`src/hw/lcdxid_defines.vh`:
```
/*
 * Constants for the extended instruction decoder of a character LCD controller:
 * register offsets, field positions, opcodes, reset values and timing counts.
 * Assumes it is included by its bare name from the decoder's design file.
 */
`ifndef LCDXID_DEFINES_VH
`define LCDXID_DEFINES_VH

// Register byte offsets on the AHB-Lite slave
`define LX_OFF_INSTR      8'h00
`define LX_OFF_CTRL       8'h04
`define LX_OFF_STATUS     8'h08
`define LX_OFF_ANALOG     8'h0C
`define LX_OFF_OSC        8'h10
`define LX_ADDR_W         8

// Instruction register fields
`define LX_REGSEL_BIT     9
`define LX_RW_BIT         8
`define LX_OPC_HI         7
`define LX_OPC_LO         4
`define LX_ARG_HI         3
`define LX_ARG_LO         0

// Extended set opcodes (upper nibble)
`define LX_OPC_OSC        4'h1
`define LX_OPC_ICON_ADDR  4'h4
`define LX_OPC_PWR        4'h5
`define LX_OPC_FOLLOW     4'h6
`define LX_OPC_CONTR_LO   4'h7
// Function set: 001x xxxx, extended select in bit 0
`define LX_FSET_HI        7
`define LX_FSET_LO        5
`define LX_FSET_CODE      3'h1
`define LX_FSET_EXT_BIT   0

// Argument bit positions
`define LX_ICON_EN_BIT    3
`define LX_BOOST_BIT      2
`define LX_FOLLOW_BIT     3
`define LX_CHI_HI         1
`define LX_CHI_LO         0
`define LX_GAIN_HI        2
`define LX_GAIN_LO        0
`define LX_TRIM_HI        2
`define LX_TRIM_LO        0

// Reset values
`define LX_RST_TRIM       3'h0
`define LX_RST_GAIN       3'h0
`define LX_RST_CHI        2'h0
`define LX_RST_CLO        4'h0
`define LX_RST_ICON_ADDR  4'h0

// Frame rate table in Hz, 2-line mode, low supply column
`define LX_FRAME_HZ_0     9'h07A
`define LX_FRAME_HZ_1     9'h083
`define LX_FRAME_HZ_2     9'h090
`define LX_FRAME_HZ_3     9'h0A1
`define LX_FRAME_HZ_4     9'h0B7
`define LX_FRAME_HZ_5     9'h0DD
`define LX_FRAME_HZ_6     9'h112
`define LX_FRAME_HZ_7     9'h15B

// Execution time of one instruction: 1000 ns at a 50 MHz clock
`define LX_EXEC_CYC       6'h32
`define LX_CNT_W          6
`define LX_CNT_ONE        6'h01
`define LX_CNT_ZERO       6'h00

`define LX_HTRANS_NONSEQ  1'b1
`define LX_HSIZE_WORD     3'h2
`define LX_ZERO32         32'h00000000

`endif

```
`src/hw/lcdxid_decoder.v`:
```
/*
 * Extended instruction decoder of a character LCD controller, with an
 * AHB-Lite slave through which software posts instructions (the parallel
 * instruction port image) and reads back the decoded analogue settings.
 * Assumes a single master doing whole-word single transfers, and that the
 * bias option pins and clock source select are static straps from outside.
 */
// Decided for this implementation: the AHB-Lite interface to the registers and the placing of the registers.
`include "lcdxid_defines.vh"

// Notes on behaviour
// - With clock source select high, trim code picks frame rate 122..347 Hz.
// - Register select and read/write low, opcode 0100, load icon address counter.
// - Icon address decoded only when extended select is one.
// - Icon addresses limited to 00H..0FH, sixteen locations.
// - Opcode 0101: bit3 icon enable, bit2 booster, bits1..0 contrast high.
// - Icon enable one shows icons, zero blanks them.
// - Booster follows its bit, accepted only with both bias pins zero.
// - Six-bit contrast level, any bit updated only with both bias pins zero.
// - Opcode 0110 bit3 follower on/off, accepted only with both bias pins zero.
// - Opcode 0110 bits2..0 gain ratio, accepted only with both bias pins zero.
// - Opcode 0111 loads bits3..0 into contrast level low nibble.
// - Extended table used when extended select is one, normal table otherwise.
module lcdxid_decoder
(
    input  wire        CLK,
    input  wire        RST,
    input  wire        HSEL,
    input  wire [31:0] HADDR,
    input  wire [1:0]  HTRANS,
    input  wire        HWRITE,
    input  wire [2:0]  HSIZE,
    input  wire [31:0] HWDATA,
    input  wire        HREADY,
    output reg  [31:0] HRDATA,
    output reg         HREADYOUT,
    output reg         HRESP,
    input  wire        CLOCK_SOURCE_SELECT,
    input  wire        BIAS_OPTION_PIN_A,
    input  wire        BIAS_OPTION_PIN_B,
    output reg         ICON_ENABLE,
    output reg         BOOSTER_ENABLE,
    output reg         FOLLOWER_ENABLE,
    output reg  [2:0]  V0_GAIN_RATIO,
    output reg  [5:0]  CONTRAST_LEVEL,
    output reg  [2:0]  OSC_TRIM_CODE,
    output reg  [8:0]  FRAME_RATE_HZ,
    output reg  [3:0]  ICON_ADDRESS,
    output reg         BUSY_FLAG
);

    localparam ST_IDLE = 2'b01;
    localparam ST_EXEC = 2'b10;

    // Synchronised straps
    wire                  css_sync;
    wire                  bias_a_sync;
    wire                  bias_b_sync;

    // Bus address phase capture
    reg                   wr_pend_r;
    reg                   rd_pend_r;
    reg  [`LX_ADDR_W-1:0] addr_r;

    // Decoder state
    reg  [1:0]            state_r;
    reg  [1:0]            state_nxt;
    reg  [`LX_CNT_W-1:0]  cnt_r;
    reg  [`LX_CNT_W-1:0]  cnt_nxt;
    reg  [9:0]            instr_r;
    reg                   ext_sel_r;
    reg                   icon_sel_r;
    reg  [1:0]            chi_r;
    reg  [3:0]            clo_r;
    reg  [15:0]           rejects_r;

    wire                  css_s;
    wire                  int_follower;
    wire                  addr_phase;
    wire                  instr_wr;
    wire                  instr_go;
    wire [3:0]            opc;
    wire [3:0]            arg;
    wire                  is_cmd;
    wire                  exec_done;
    reg  [8:0]            frame_hz;
    reg  [31:0]           rdata;

    assign css_s        = css_sync;
    // Internal follower option: both bias pins strapped low
    assign int_follower = ~bias_a_sync & ~bias_b_sync;
    assign addr_phase   = HSEL & HREADY & HTRANS[1] & HREADYOUT;
    assign instr_wr     = wr_pend_r & (addr_r == `LX_OFF_INSTR);
    // An instruction posted while busy is dropped and counted
    assign instr_go     = instr_wr & (state_r == ST_IDLE);
    assign opc          = HWDATA[`LX_OPC_HI:`LX_OPC_LO];
    assign arg          = HWDATA[`LX_ARG_HI:`LX_ARG_LO];
    assign is_cmd       = ~HWDATA[`LX_REGSEL_BIT] & ~HWDATA[`LX_RW_BIT];
    assign exec_done    = (state_r == ST_EXEC) & (cnt_r == `LX_CNT_ONE);

    // Straps come from pins; nothing reads the first stage of a synchroniser
    lcdxid_sync u_sync_css
    (
        .clk  (CLK),
        .rst  (RST),
        .din  (CLOCK_SOURCE_SELECT),
        .dout (css_sync)
    );

    lcdxid_sync u_sync_bias_a
    (
        .clk  (CLK),
        .rst  (RST),
        .din  (BIAS_OPTION_PIN_A),
        .dout (bias_a_sync)
    );

    lcdxid_sync u_sync_bias_b
    (
        .clk  (CLK),
        .rst  (RST),
        .din  (BIAS_OPTION_PIN_B),
        .dout (bias_b_sync)
    );

    // Bus slave: zero wait states, always OKAY
    always @(posedge CLK)
    begin
        if (RST)
        begin
            wr_pend_r <= 1'b0;
            rd_pend_r <= 1'b0;
            addr_r    <= `LX_OFF_INSTR;
            HREADYOUT <= 1'b1;
            HRESP     <= 1'b0;
            HRDATA    <= `LX_ZERO32;
        end
        else
        begin
            // Only whole-word writes reach the registers
            wr_pend_r <= addr_phase & HWRITE & (HSIZE == `LX_HSIZE_WORD);
            rd_pend_r <= addr_phase & ~HWRITE;
            if (addr_phase)
            begin
                addr_r <= HADDR[`LX_ADDR_W-1:0];
            end
            if (addr_phase & ~HWRITE)
            begin
                HRDATA <= rdata;
            end
        end
    end

    always @*
    begin
        rdata = `LX_ZERO32;
        case (HADDR[`LX_ADDR_W-1:0])
            `LX_OFF_INSTR:  rdata = {22'h0, instr_r};
            `LX_OFF_CTRL:   rdata = {31'h0, ext_sel_r};
            `LX_OFF_STATUS: rdata = {rejects_r, 4'h0, bias_b_sync, bias_a_sync, css_sync,
                                     icon_sel_r, ICON_ADDRESS, 3'h0, BUSY_FLAG};
            `LX_OFF_ANALOG: rdata = {20'h0, chi_r, clo_r, V0_GAIN_RATIO,
                                     FOLLOWER_ENABLE, BOOSTER_ENABLE, ICON_ENABLE};
            `LX_OFF_OSC:    rdata = {20'h0, FRAME_RATE_HZ, OSC_TRIM_CODE};
            default:        rdata = `LX_ZERO32;
        endcase
    end

    always @*
    begin
        state_nxt = state_r;
        cnt_nxt   = cnt_r;
        case (state_r)
            ST_IDLE:
            begin
                if (instr_go)
                begin
                    state_nxt = ST_EXEC;
                    cnt_nxt   = `LX_EXEC_CYC;
                end
            end
            ST_EXEC:
            begin
                cnt_nxt = cnt_r - `LX_CNT_ONE;
                if (exec_done)
                begin
                    state_nxt = ST_IDLE;
                    cnt_nxt   = `LX_CNT_ZERO;
                end
            end
            default:
            begin
                state_nxt = ST_IDLE;
                cnt_nxt   = `LX_CNT_ZERO;
            end
        endcase
    end

    always @*
    begin
        case (OSC_TRIM_CODE)
            3'h0:    frame_hz = `LX_FRAME_HZ_0;
            3'h1:    frame_hz = `LX_FRAME_HZ_1;
            3'h2:    frame_hz = `LX_FRAME_HZ_2;
            3'h3:    frame_hz = `LX_FRAME_HZ_3;
            3'h4:    frame_hz = `LX_FRAME_HZ_4;
            3'h5:    frame_hz = `LX_FRAME_HZ_5;
            3'h6:    frame_hz = `LX_FRAME_HZ_6;
            default: frame_hz = `LX_FRAME_HZ_7;
        endcase
    end

    // Dropped posts are counted so software can spot a busy-flag violation
    always @(posedge CLK)
    begin
        if (RST)
        begin
            rejects_r <= 16'h0000;
        end
        else if (instr_wr & ~instr_go)
        begin
            rejects_r <= rejects_r + 16'h0001;
        end
    end

    always @(posedge CLK)
    begin
        if (RST)
        begin
            state_r         <= ST_IDLE;
            cnt_r           <= `LX_CNT_ZERO;
            BUSY_FLAG       <= 1'b0;
            instr_r         <= 10'h000;
            ext_sel_r       <= 1'b0;
            icon_sel_r      <= 1'b0;
            ICON_ADDRESS    <= `LX_RST_ICON_ADDR;
            ICON_ENABLE     <= 1'b0;
            BOOSTER_ENABLE  <= 1'b0;
            FOLLOWER_ENABLE <= 1'b0;
            V0_GAIN_RATIO   <= `LX_RST_GAIN;
            chi_r           <= `LX_RST_CHI;
            clo_r           <= `LX_RST_CLO;
            CONTRAST_LEVEL  <= 6'h00;
            OSC_TRIM_CODE   <= `LX_RST_TRIM;
            FRAME_RATE_HZ   <= `LX_FRAME_HZ_0;
        end
        else
        begin
            state_r        <= state_nxt;
            cnt_r          <= cnt_nxt;
            BUSY_FLAG      <= (state_nxt == ST_EXEC);
            CONTRAST_LEVEL <= {chi_r, clo_r};
            // Frame rate only tracks trim with the internal oscillator selected
            if (css_s)
            begin
                FRAME_RATE_HZ <= frame_hz;
            end
            if (instr_go)
            begin
                instr_r <= HWDATA[9:0];
            end
            // Function set is shared by both tables; it loads the table select from bit 0
            if (instr_go & is_cmd & (HWDATA[`LX_FSET_HI:`LX_FSET_LO] == `LX_FSET_CODE))
            begin
                ext_sel_r <= HWDATA[`LX_FSET_EXT_BIT];
            end
            // Normal-table opcodes fall outside this block and are ignored here
            if (instr_go & is_cmd & ext_sel_r)
            begin
                case (opc)
                    `LX_OPC_OSC:
                    begin
                        if (css_s)
                        begin
                            OSC_TRIM_CODE <= arg[`LX_TRIM_HI:`LX_TRIM_LO];
                        end
                    end
                    `LX_OPC_ICON_ADDR:
                    begin
                        // A nibble cannot leave 00H..0FH
                        ICON_ADDRESS <= arg;
                        icon_sel_r   <= 1'b1;
                    end
                    `LX_OPC_PWR:
                    begin
                        ICON_ENABLE <= arg[`LX_ICON_EN_BIT];
                        if (int_follower)
                        begin
                            BOOSTER_ENABLE <= arg[`LX_BOOST_BIT];
                            chi_r          <= arg[`LX_CHI_HI:`LX_CHI_LO];
                        end
                    end
                    `LX_OPC_FOLLOW:
                    begin
                        if (int_follower)
                        begin
                            FOLLOWER_ENABLE <= arg[`LX_FOLLOW_BIT];
                            V0_GAIN_RATIO   <= arg[`LX_GAIN_HI:`LX_GAIN_LO];
                        end
                    end
                    `LX_OPC_CONTR_LO:
                    begin
                        if (int_follower)
                        begin
                            clo_r <= arg;
                        end
                    end
                    default:
                    begin
                        icon_sel_r <= icon_sel_r;
                    end
                endcase
            end
            // A normal-table address set with bit 7 high moves the counter off icon RAM
            if (instr_go & is_cmd & ~ext_sel_r & HWDATA[7])
            begin
                icon_sel_r <= 1'b0;
            end
        end
    end

endmodule

// Two-flop synchroniser for a pin not timed to CLK; the first stage may
// still be settling, so only the second stage is handed on
module lcdxid_sync
#(
    parameter WIDTH = 1
)
(
    input  wire             clk,
    input  wire             rst,
    input  wire [WIDTH-1:0] din,
    output reg  [WIDTH-1:0] dout
);

    reg  [WIDTH-1:0] meta_r;

    always @(posedge clk)
    begin
        if (rst)
        begin
            meta_r <= {WIDTH{1'b0}};
            dout   <= {WIDTH{1'b0}};
        end
        else
        begin
            meta_r <= din;
            dout   <= meta_r;
        end
    end

endmodule

```
`config.mk`:
```
export PLATFORM = sky130hd
export DESIGN_NAME = lcdxid_decoder
export DESIGN_NICKNAME = d
export VERILOG_FILES = /design/src/hw/lcdxid_decoder.v
export VERILOG_INCLUDE_DIRS = /design/src /design/src/hw
export SDC_FILE = /design/constraint.sdc
export NUM_CORES = 1
export LEC_CHECK = 0
export BUFFER_PORTS_ARGS = -buffer_cell sky130_fd_sc_hd__clkbuf_2
export CORE_AREA = 2 2 114 116
export DETAILED_ROUTE_END_ITERATION = 10
export DIE_AREA = 0 0 116 118
export PLACE_DENSITY = 0.65
export REMOVE_ABC_BUFFERS = 1
export SLEW_MARGIN = 25
export SYNTH_ARGS = -nofsm -noshare
export SYNTH_HDL_FRONTEND = slang
export SYNTH_HIERARCHICAL = 1
export SYNTH_SLANG_ARGS = --single-unit
export TNS_END_PERCENT = 50
```
`constraint.sdc`:
```
create_clock -name CLK -period 3.3 [get_ports CLK]
set_input_delay 0.66 -clock CLK [delete_from_list [all_inputs] [get_ports CLK]]
set_output_delay 0.66 -clock CLK [all_outputs]
set_load 0.05 [all_outputs]
```
# After elaboration in Yosys (flattened, before gate mapping)
# Index checks and enable logic that the tools add are counted.
# Widths: inputs -> output; s select.
dict set report totals {
  regBits 118
  input_bits 77
  output_inout_bits 63
  word_cells 91
}
dict set report op_classes {
  n_addsub 2
  eq_ne 22
  n_mux 8
  bitwise_logic 23
  n_reduce_logical 10
}
# op n
set ops {}
lappend ops {{$pmux 32 s5} 1}
lappend ops {{$pmux 9 s7} 1}
lappend ops {{$add 16x1->16 const B} 1}
lappend ops {{$and 1x1->1} 16}
lappend ops {{$eq 4x3->1 const B} 4}
lappend ops {{$eq 8x4->1 const B} 2}
lappend ops {{$logic_not 8->1} 2}
lappend ops {{$mux 6} 2}
lappend ops {{$pmux 6 s2} 1}
lappend ops {{$reduce_and 3->1} 4}
lappend ops {{$eq 3x2->1 const B} 3}
lappend ops {{$eq 3x3->1 const B} 3}
lappend ops {{$eq 8x3->1 const B} 1}
lappend ops {{$eq 8x5->1 const B} 1}
lappend ops {{$not 1->1} 7}
lappend ops {{$eq 3x1->1 const B} 2}
lappend ops {{$eq 6x1->1 const B} 1}
lappend ops {{$sub 6x1->6 const B} 1}
lappend ops {{$eq 2x2->1 const B} 2}
lappend ops {{$eq 4x1->1 const B} 1}
lappend ops {{$mux 2} 2}
lappend ops {{$pmux 2 s2} 1}
lappend ops {{$reduce_and 2->1} 2}
lappend ops {{$logic_not 3->1} 1}
lappend ops {{other kinds (3)} 3}

# Longest topological paths before layout
# Gate-level depths: netlist of run 1.
dict set report logic_depth {
  ltp_word 7
  depth_mapped 9
  ltp_nobuf 6
}

# Cells and area by module
# The synthesis of run 1 kept the hierarchy.
# mod instances cells_each area_each_um2 seq_area_each_um2
set by_module_without_submodules {}
lappend by_module_without_submodules {lcdxid_decoder 1 537 4765.8 2142.1}
lappend by_module_without_submodules {lcdxid_sync 3 4 52.6 40.0}

# Least setup slack after synthesis of run 1
# OpenSTA, ideal clock, no wires.
dict set report synth_timing {
  path_kind {input to register}
  start {input HWDATA[7]}
  end {register chi_r[0]}
  t_arrival_ns 2.223
  slack_ns 0.953
  path_stages 5
  n_path_buf 1
  cell_sequence {or4b_4 > or3b_1 > or4_1 > buf_2 > mux2i_1}
}
dict set report synth_between {
  elab_chain_len 2
}
# item line_no
set synth_lines {}
lappend synth_lines {{start: declaration} lcdxid_decoder.v:33} ;# input wire [31:0] HWDATA,
lappend synth_lines {{$eq 4x3->1} lcdxid_decoder.v:270} ;# case (opc)
lappend synth_lines {{$reduce_and 3->1 (no source line)} -}
lappend synth_lines {{end signal: assignment} lcdxid_decoder.v:241} ;# chi_r <= `LX_RST_CHI;
lappend synth_lines {{end signal: assignment} lcdxid_decoder.v:290} ;# chi_r <= arg[`LX_CHI_HI:`LX_CHI_LO];
lappend synth_lines {{end: declaration} lcdxid_decoder.v:73} ;# reg [1:0] chi_r;
# No other way between the ends.
# A chain may end at the register's enable or synchronous reset.

# Final worst setup path of run 1
# Same ends and word-level chain as after synthesis.

==> metrics.cfg, run 1 <==
[yosys]
yosysSeqAreaShare_pct=45.9
synthFlopType=dfxtp_1
synthArstFlopShare_pct=0
synth-edff-count=0
netlist_area_mm2=0.00492
syn_inst=549
ys_types=53
ys_ff_latch=113
yosysWarnings=6
avgSynthCellArea_um2=8.97

[global_routing]
globalRouteMet2Util_pct=29.6
grt_pass1_vias=3999
grt_pass1_wl_mm=20.5
use_met1_pct=25.4
track_usage_pct=19.2
antenna_found_initial=0
grt_start_max_net_pins=55
grtUsageMet3_pct=5.61
busiest_layer=met2
overflow=0

[placed_design]
placed_area_mm2=0.00548
dp_cells=776
gp_congestion=0.848
io_buffer_count=86
pre_cts_slack_ns=0.706
dp_hpwl_mm=9.13

[floorplan]
ios=140
die_x_um=116
coreArea_mm2=0.0124
dieArea_mm2=0.0137
std_cell_rows=41
die_y_um=118
start_util_pct=39.7

[layout]
design_area_mm2=0.00606
nNetsFinal=705
final_cells=808
antenna_cells=0
synthToLayoutAreaGrowth_pct=23.1
drive_gt1_share_pct=21.5

[clocking]
tritoncts=built
cts-resized-gates=0
htree_levels=4
cts_post_setup_buffers_inserted=0
clockBufferDepth=2
clock-sinks=113
postCtsHoldBufs=0
clock-root-buffer=clkbuf_16
path_clk_slew_ns=0.05
worstSkewPairLatency_ns=0.41
cts-buffers-inserted=17

[sta]
fin_ws_ns=1.11
setup_viol=0
finalHoldViolCount=0
holdWs_ns=0.435
post-route-min-period_ns=2.19
rsz0062_at_grt=no
worst_slew_pin_slew_ns=0.855
slew_violations=0
relSlewSlack_pct=42.8
setup_tns_ns=0
post-route-period-util_pct=66.4
fmax_ghz=0.456
skew_ns=0.00670

[worst_hold_path]
min_path_type=reg2reg

[setup_path]
required_ns=3.58
cp.arrival_ns=2.48
cp_max_fo=4
r2r_slack_ns=1.12
startpoint_type=input port
worst_setup_path_end_kind=flip-flop
critPathKind=in2reg

[drt]
wl_per_cell_um=15.9
drc_errors=0
viasPerCell=5.38
dr_total_vias=4348
routed_wirelength_mm=12.8
ant_nets=0
drtPass1Iterations=4
drt-initial-drc-count=255

[power]
peakVddDrop_v=0.000320
leakage_nw=2.36
power_density_mw_per_mm2=557

[outcome]
outcome=complete, no violations

[job]
maxCapViolCount=0

-- area by class of cell --
cell class              count  area, um2
fillers                  1227       6350
repair buffers             98        520
clock buffers              19        443
flip-flops and latches    113       2260
well taps                 172        215
inverters                  17       63.8
clock inverters            13        139
multi-input cells         376       2420
-- metal layers --
metal / vias up / routed length (um)
met5: - / 0
met4: 0 / 199
met3: 16 / 796
met2: 143 / 5970
met1: 2048 / 5870
li1: 2141 / -
-- worst max-delay path: stages --
cell	delay [ns]
clkbuf_2	0.12
or4b_4	0.57
or3b_1	0.44
or4_1	0.52
mux2i_1	0.17
-- state kept, by name, summed over array words and instances (netlist names), 2 cells and up --
signal and flops:
ICON_ADDRESS 4, CONTRAST_LEVEL 6, cnt_r 6, clo_r 4, OSC_TRIM_CODE 3, instr_r 10
rejects_r 16, addr_r 8, HRDATA 28, state_r 2, chi_r 2, FRAME_RATE_HZ 8
V0_GAIN_RATIO 3
-- cell usage after synthesis, drive strengths merged, types with 10 or more instances --
cell / n / share of area (%)
nand2: 41 / 3.1
o21ai: 11 / 1.1
nor2: 38 / 2.9
clkbuf: 36 / 2.7
o2bb2ai: 12 / 2.1
inv: 17 / 1.3
nand3: 20 / 2.0
a21oi: 46 / 4.7
nor2b: 10 / 1.3
mux2i: 32 / 6.5
nand2b: 28 / 3.6
or4: 15 / 2.3
buf: 11 / 1.4
a32oi: 16 / 2.8
o31ai: 14 / 2.1
dfxtp: 113 / 46
-- metrics by stage --
step | power (mW) | utilization, %
global route | 3.49 | 48.8
global placement | 1.61 | 44.1
CTS | 3.40 | 48.8
detailed placement | 1.62 | 44.1
floorplan | 1.52 | -
finish | 3.38 | 48.8
-- logic make-up after synthesis --
group | count (synthesis) | synth area share (%)
DFF | 113 | 45.9
AOI/OAI and AO/OA | 130 | 17.9
xor gates and xnor gates | 1 | 0.178
and+or+nand+nor | 202 | 22.6
adders and majority gates | 5 | 1.27
buffers and inverters | 64 | 5.46
muxes | 32 | 6.51
other | 2 | 0.153
-- path summary, 6_finish.rpt --
path / start / endpoint / depth (start not counted)
hold / removal: u_sync_bias_b/meta_r / u_sync_bias_b/dout / 1
setup reg to reg: state_r[1] / clo_r[3] / 7
setup / recovery: HWDATA[7] / chi_r[0] / 5
hold reg to reg: u_sync_bias_b/meta_r / u_sync_bias_b/dout / 1
-- placed cells by master, fill, tap and decap left out, types with 2 or more instances in the layout --
master | Yosys | layout
nor3_1 | 7 | 7
nor2_1 | 38 | 37
nand2b_1 | 28 | 28
o21ai_0 | 11 | 11
clkbuf_16 | 0 | 17
a22oi_1 | 6 | 6
mux2i_1 | 32 | 32
clkbuf_2 | 0 | 85
o211ai_1 | 2 | 2
bufinv_16 | 0 | 2
nor4b_1 | 2 | 2
nand3_1 | 20 | 20
a32oi_1 | 16 | 16
o31ai_1 | 14 | 14
nand4b_1 | 3 | 3
o2bb2ai_1 | 12 | 12
inv_1 | 17 | 17
nand3b_1 | 2 | 2
conb_1 | 2 | 6
and3_1 | 5 | 5
buf_4 | 7 | 12
ha_1 | 5 | 5
nor2b_1 | 10 | 10
a21oi_1 | 46 | 46
a221oi_1 | 3 | 3
a22o_1 | 2 | 2
nor4_1 | 7 | 6
dfxtp_1 | 113 | 113
or4_1 | 15 | 15
and4_1 | 3 | 3
clkinv_4 | 0 | 3
o22ai_1 | 3 | 3
or3_1 | 8 | 8
nand2_1 | 41 | 41
clkinvlp_4 | 0 | 5
clkinv_2 | 0 | 3
nand4_1 | 5 | 5
o22a_1 | 2 | 2
a211oi_1 | 5 | 5
-- power by group --
group	internal (mW)	switching (mW)	total, mW
clock network	1.13	0.660	1.79
logic	0.0635	0.135	0.198
registers	1.38	0.0124	1.39
(Power assumes the default switching activity.)
==> inputs of run 2 (changes only) <==
--- a/config.mk
+++ b/config.mk
@@ -6,11 +6,12 @@
 export SDC_FILE = /design/constraint.sdc
 export NUM_CORES = 1
 export LEC_CHECK = 0
+export ABC_AREA = 1
 export BUFFER_PORTS_ARGS = -buffer_cell sky130_fd_sc_hd__clkbuf_2
-export CORE_AREA = 2 2 114 116
+export CORE_AREA = 2 2 118 120
 export DETAILED_ROUTE_END_ITERATION = 10
-export DIE_AREA = 0 0 116 118
-export PLACE_DENSITY = 0.65
+export DIE_AREA = 0 0 120 122
+export PLACE_DENSITY = 0.64
 export REMOVE_ABC_BUFFERS = 1
 export SLEW_MARGIN = 25
 export SYNTH_ARGS = -nofsm -noshare
==> constraint.sdc (replaced) <==
create_clock -name CLK -period 2.1 [get_ports CLK]
set_input_delay 0.42 -clock CLK [delete_from_list [all_inputs] [get_ports CLK]]
set_output_delay 0.42 -clock CLK [all_outputs]
set_load 0.05 [all_outputs]
==> run 2 against run 1 <==
Clock skew rose by 0.0015 ns. Power up 73%. Sequential share of layout area fell by 2.7 points. Worst setup slack got worse by 0.78 ns. Critical path type is now reg2reg. Sequential power rose by 59%. Register-to-register slack lost 0.80 ns. Combinational power rose by 98%. Clock power increased by 81%. Wire length grew 6.8%.
==> metrics.cfg, run 2 <==
[outcome]
outcome=complete, no violations

[yosys]
synthMuxAreaShare_pct=0
synth_top_family_by_area=simple AND/OR/NAND/NOR gates
synth_commonest_cells=159 x nand2_1, 113 x dfxtp_1, 84 x inv_1
synthFlopType=dfxtp_1
synth-edff-count=0
ys_ff_latch=113
synth_top_cell_by_area=dfxtp_1
netlist_area_mm2=0.00526
ys_types=39
avgSynthCellArea_um2=7.09
yosys.area_share.simple_pct=32.7
ys_top_cells_by_area=dfxtp_1 43%, nand2_1 11%, a21oi_1 6.8%, nand3_1 6.5%, inv_1 6.0%
synthArstFlopShare_pct=0
yosysSeqAreaShare_pct=43.0
synth_top_area_share_pct=43.0
syn_inst=742
yosysWarnings=6
synth_most_common_cell=nand2_1
synth-compound-area-share_pct=11.4
synth_xor_area_share_pct=1.33
synthAdderAreaFrac_pct=1.19

[drt]
routed_wirelength_mm=13.7
drt-initial-drc-count=369
ant_nets=0
dr_total_vias=4963
drc_errors=0
drtPass1Iterations=5
viasPerCell=4.85
wl_per_cell_um=13.4

[sta]
rsz0062_at_grt=no
finalHoldViolCount=0
worst_slew_pin_slew_ns=0.664
post-route-min-period_ns=1.78
fmax_ghz=0.563
setup_tns_ns=0
relSlewSlack_pct=55.8
setup_viol=0
holdWs_ns=0.170
skew_ns=0.00822
post-route-period-util_pct=84.5
fin_ws_ns=0.324
slew_violations=0

[placed_design]
pre_cts_slack_ns=0.266
dp_hpwl_mm=9.91
io_buffer_count=86
placed_area_mm2=0.00586
gp_congestion=0.901
dp_cells=992

[layout]
final_cells=1024
drive_gt1_share_pct=19.7
layout_common_cells=159 x nand2_1, 113 x dfxtp_1, 86 x clkbuf_2
largest_reg_flops=28
largest-register=HRDATA
final_common_cell=nand2_1
nNetsFinal=913
reg.largest.list=HRDATA (28), rejects_r (16), instr_r (10)
antenna_cells=0
design_area_mm2=0.00653
synthToLayoutAreaGrowth_pct=24.3

[clocking]
clock-sinks=113
clock-root-buffer=clkbuf_16
tritoncts=built
path_clk_slew_ns=0.05
postCtsHoldBufs=0
cts_post_setup_buffers_inserted=0
worstSkewPairLatency_ns=0.42
clockBufferDepth=2
cts-buffers-inserted=17
cts-resized-gates=0
htree_levels=4

[setup_path]
startpoint_type=flip-flop
worstPathCellList=inv_1 > ha_1 > inv_2 > nand3_1 > inv_2 > nand3_1 > o21ai_0 > a21oi_1
cp_slowest_cell=dfxtp_1
critPathKind=reg2reg
critical_path_buf_inv_count=3
worst-path-stages=8
cp_max_fo=8
critPathTopFamily=buffers and inverters
worst_setup_path_end_kind=flip-flop
required_ns=2.40
slowest_delay_ns=0.34
cp.arrival_ns=2.08
reg2reg_depth=8

[power]
power_density_mw_per_mm2=894
leakage_nw=2.83
peakVddDrop_v=0.000584

[floorplan]
std_cell_rows=43
die_y_um=122
ios=140
coreArea_mm2=0.0135
die_x_um=120
start_util_pct=38.9
dieArea_mm2=0.0146

[global_routing]
overflow=0
grt_start_max_net_pins=63
grt_pass1_wl_mm=22.3
antenna_found_initial=0
track_usage_pct=19.5
grt_pass1_vias=4540

[job]
maxCapViolCount=0

[worst_hold_path]
min_delay_path_depth=2
min_path_type=in2reg

==> run 2: changes by cell type in the layout (fill, tap and decap cells not counted), sizes merged, moves of 17 or more <==
cell / change
a21oi: +25
inv: +78
mux2i: -32
nand2: +124
nand2b: -28
nand3: +53
nand4: +17
nor2: +50
o21ai: +28
==> run 2: layer usage <==
metal	up-vias	global-route usage, %	routed length (um)
li1	2574	-	-
met1	2249	25.3	6380
met2	118	30.9	6350
met3	22	5.01	700
met4	0	7.65	280
met5	-	0	0
==> run 2: where the power goes <==
| group | switching (mW) | leakage (nW) | total [mW] | internal (mW) |
|---|---|---|---|---|
| registers | 0.0299 | 0.913 | 2.21 | 2.18 |
| clock network | 0.986 | 0.332 | 3.24 | 2.25 |
| logic | 0.274 | 1.59 | 0.393 | 0.119 |
| total | 1.29 | 2.83 | 5.84 | 4.55 |
==> run 2: cell type report <==
type | count | area [um2]
clock buffer | 22 | 494
multi-input combinational | 505 | 2480
clock inverter | 10 | 178
timing repair buffer | 98 | 533
inverter | 96 | 362
fill | 1368 | 6970
tap | 180 | 225
sequential | 113 | 2260
==> run 2: per-stage QoR <==
| step | utilization (%) | total power, mW |
|---|---|---|
| after floorplan | - | 2.51 |
| final | 48.4 | 5.84 |
| after CTS | 48.4 | 5.88 |
| after global routing | 48.4 | 6.03 |
| after detailed placement | 43.4 | 2.64 |
| after global placement | 43.4 | 2.64 |
==> run 2: path summary, 6_finish.rpt <==
path	start	to	slack (ns)
worst min register to register	u_sync_bias_a/meta_r	u_sync_bias_a/dout	0.39
worst max register to register	state_r[1]	rejects_r[9]	0.32
worst min-delay path	HSIZE[0]	wr_pend_r	0.17
worst max-delay path	state_r[1]	rejects_r[9]	0.32
==> run 2: cell families after synthesis <==
logic type | count (synthesis)
simple gates | 369
xor+xnor | 8
other cells | 2
fa+ha+maj | 5
buf+inv | 128
compound gates | 117
flops | 113
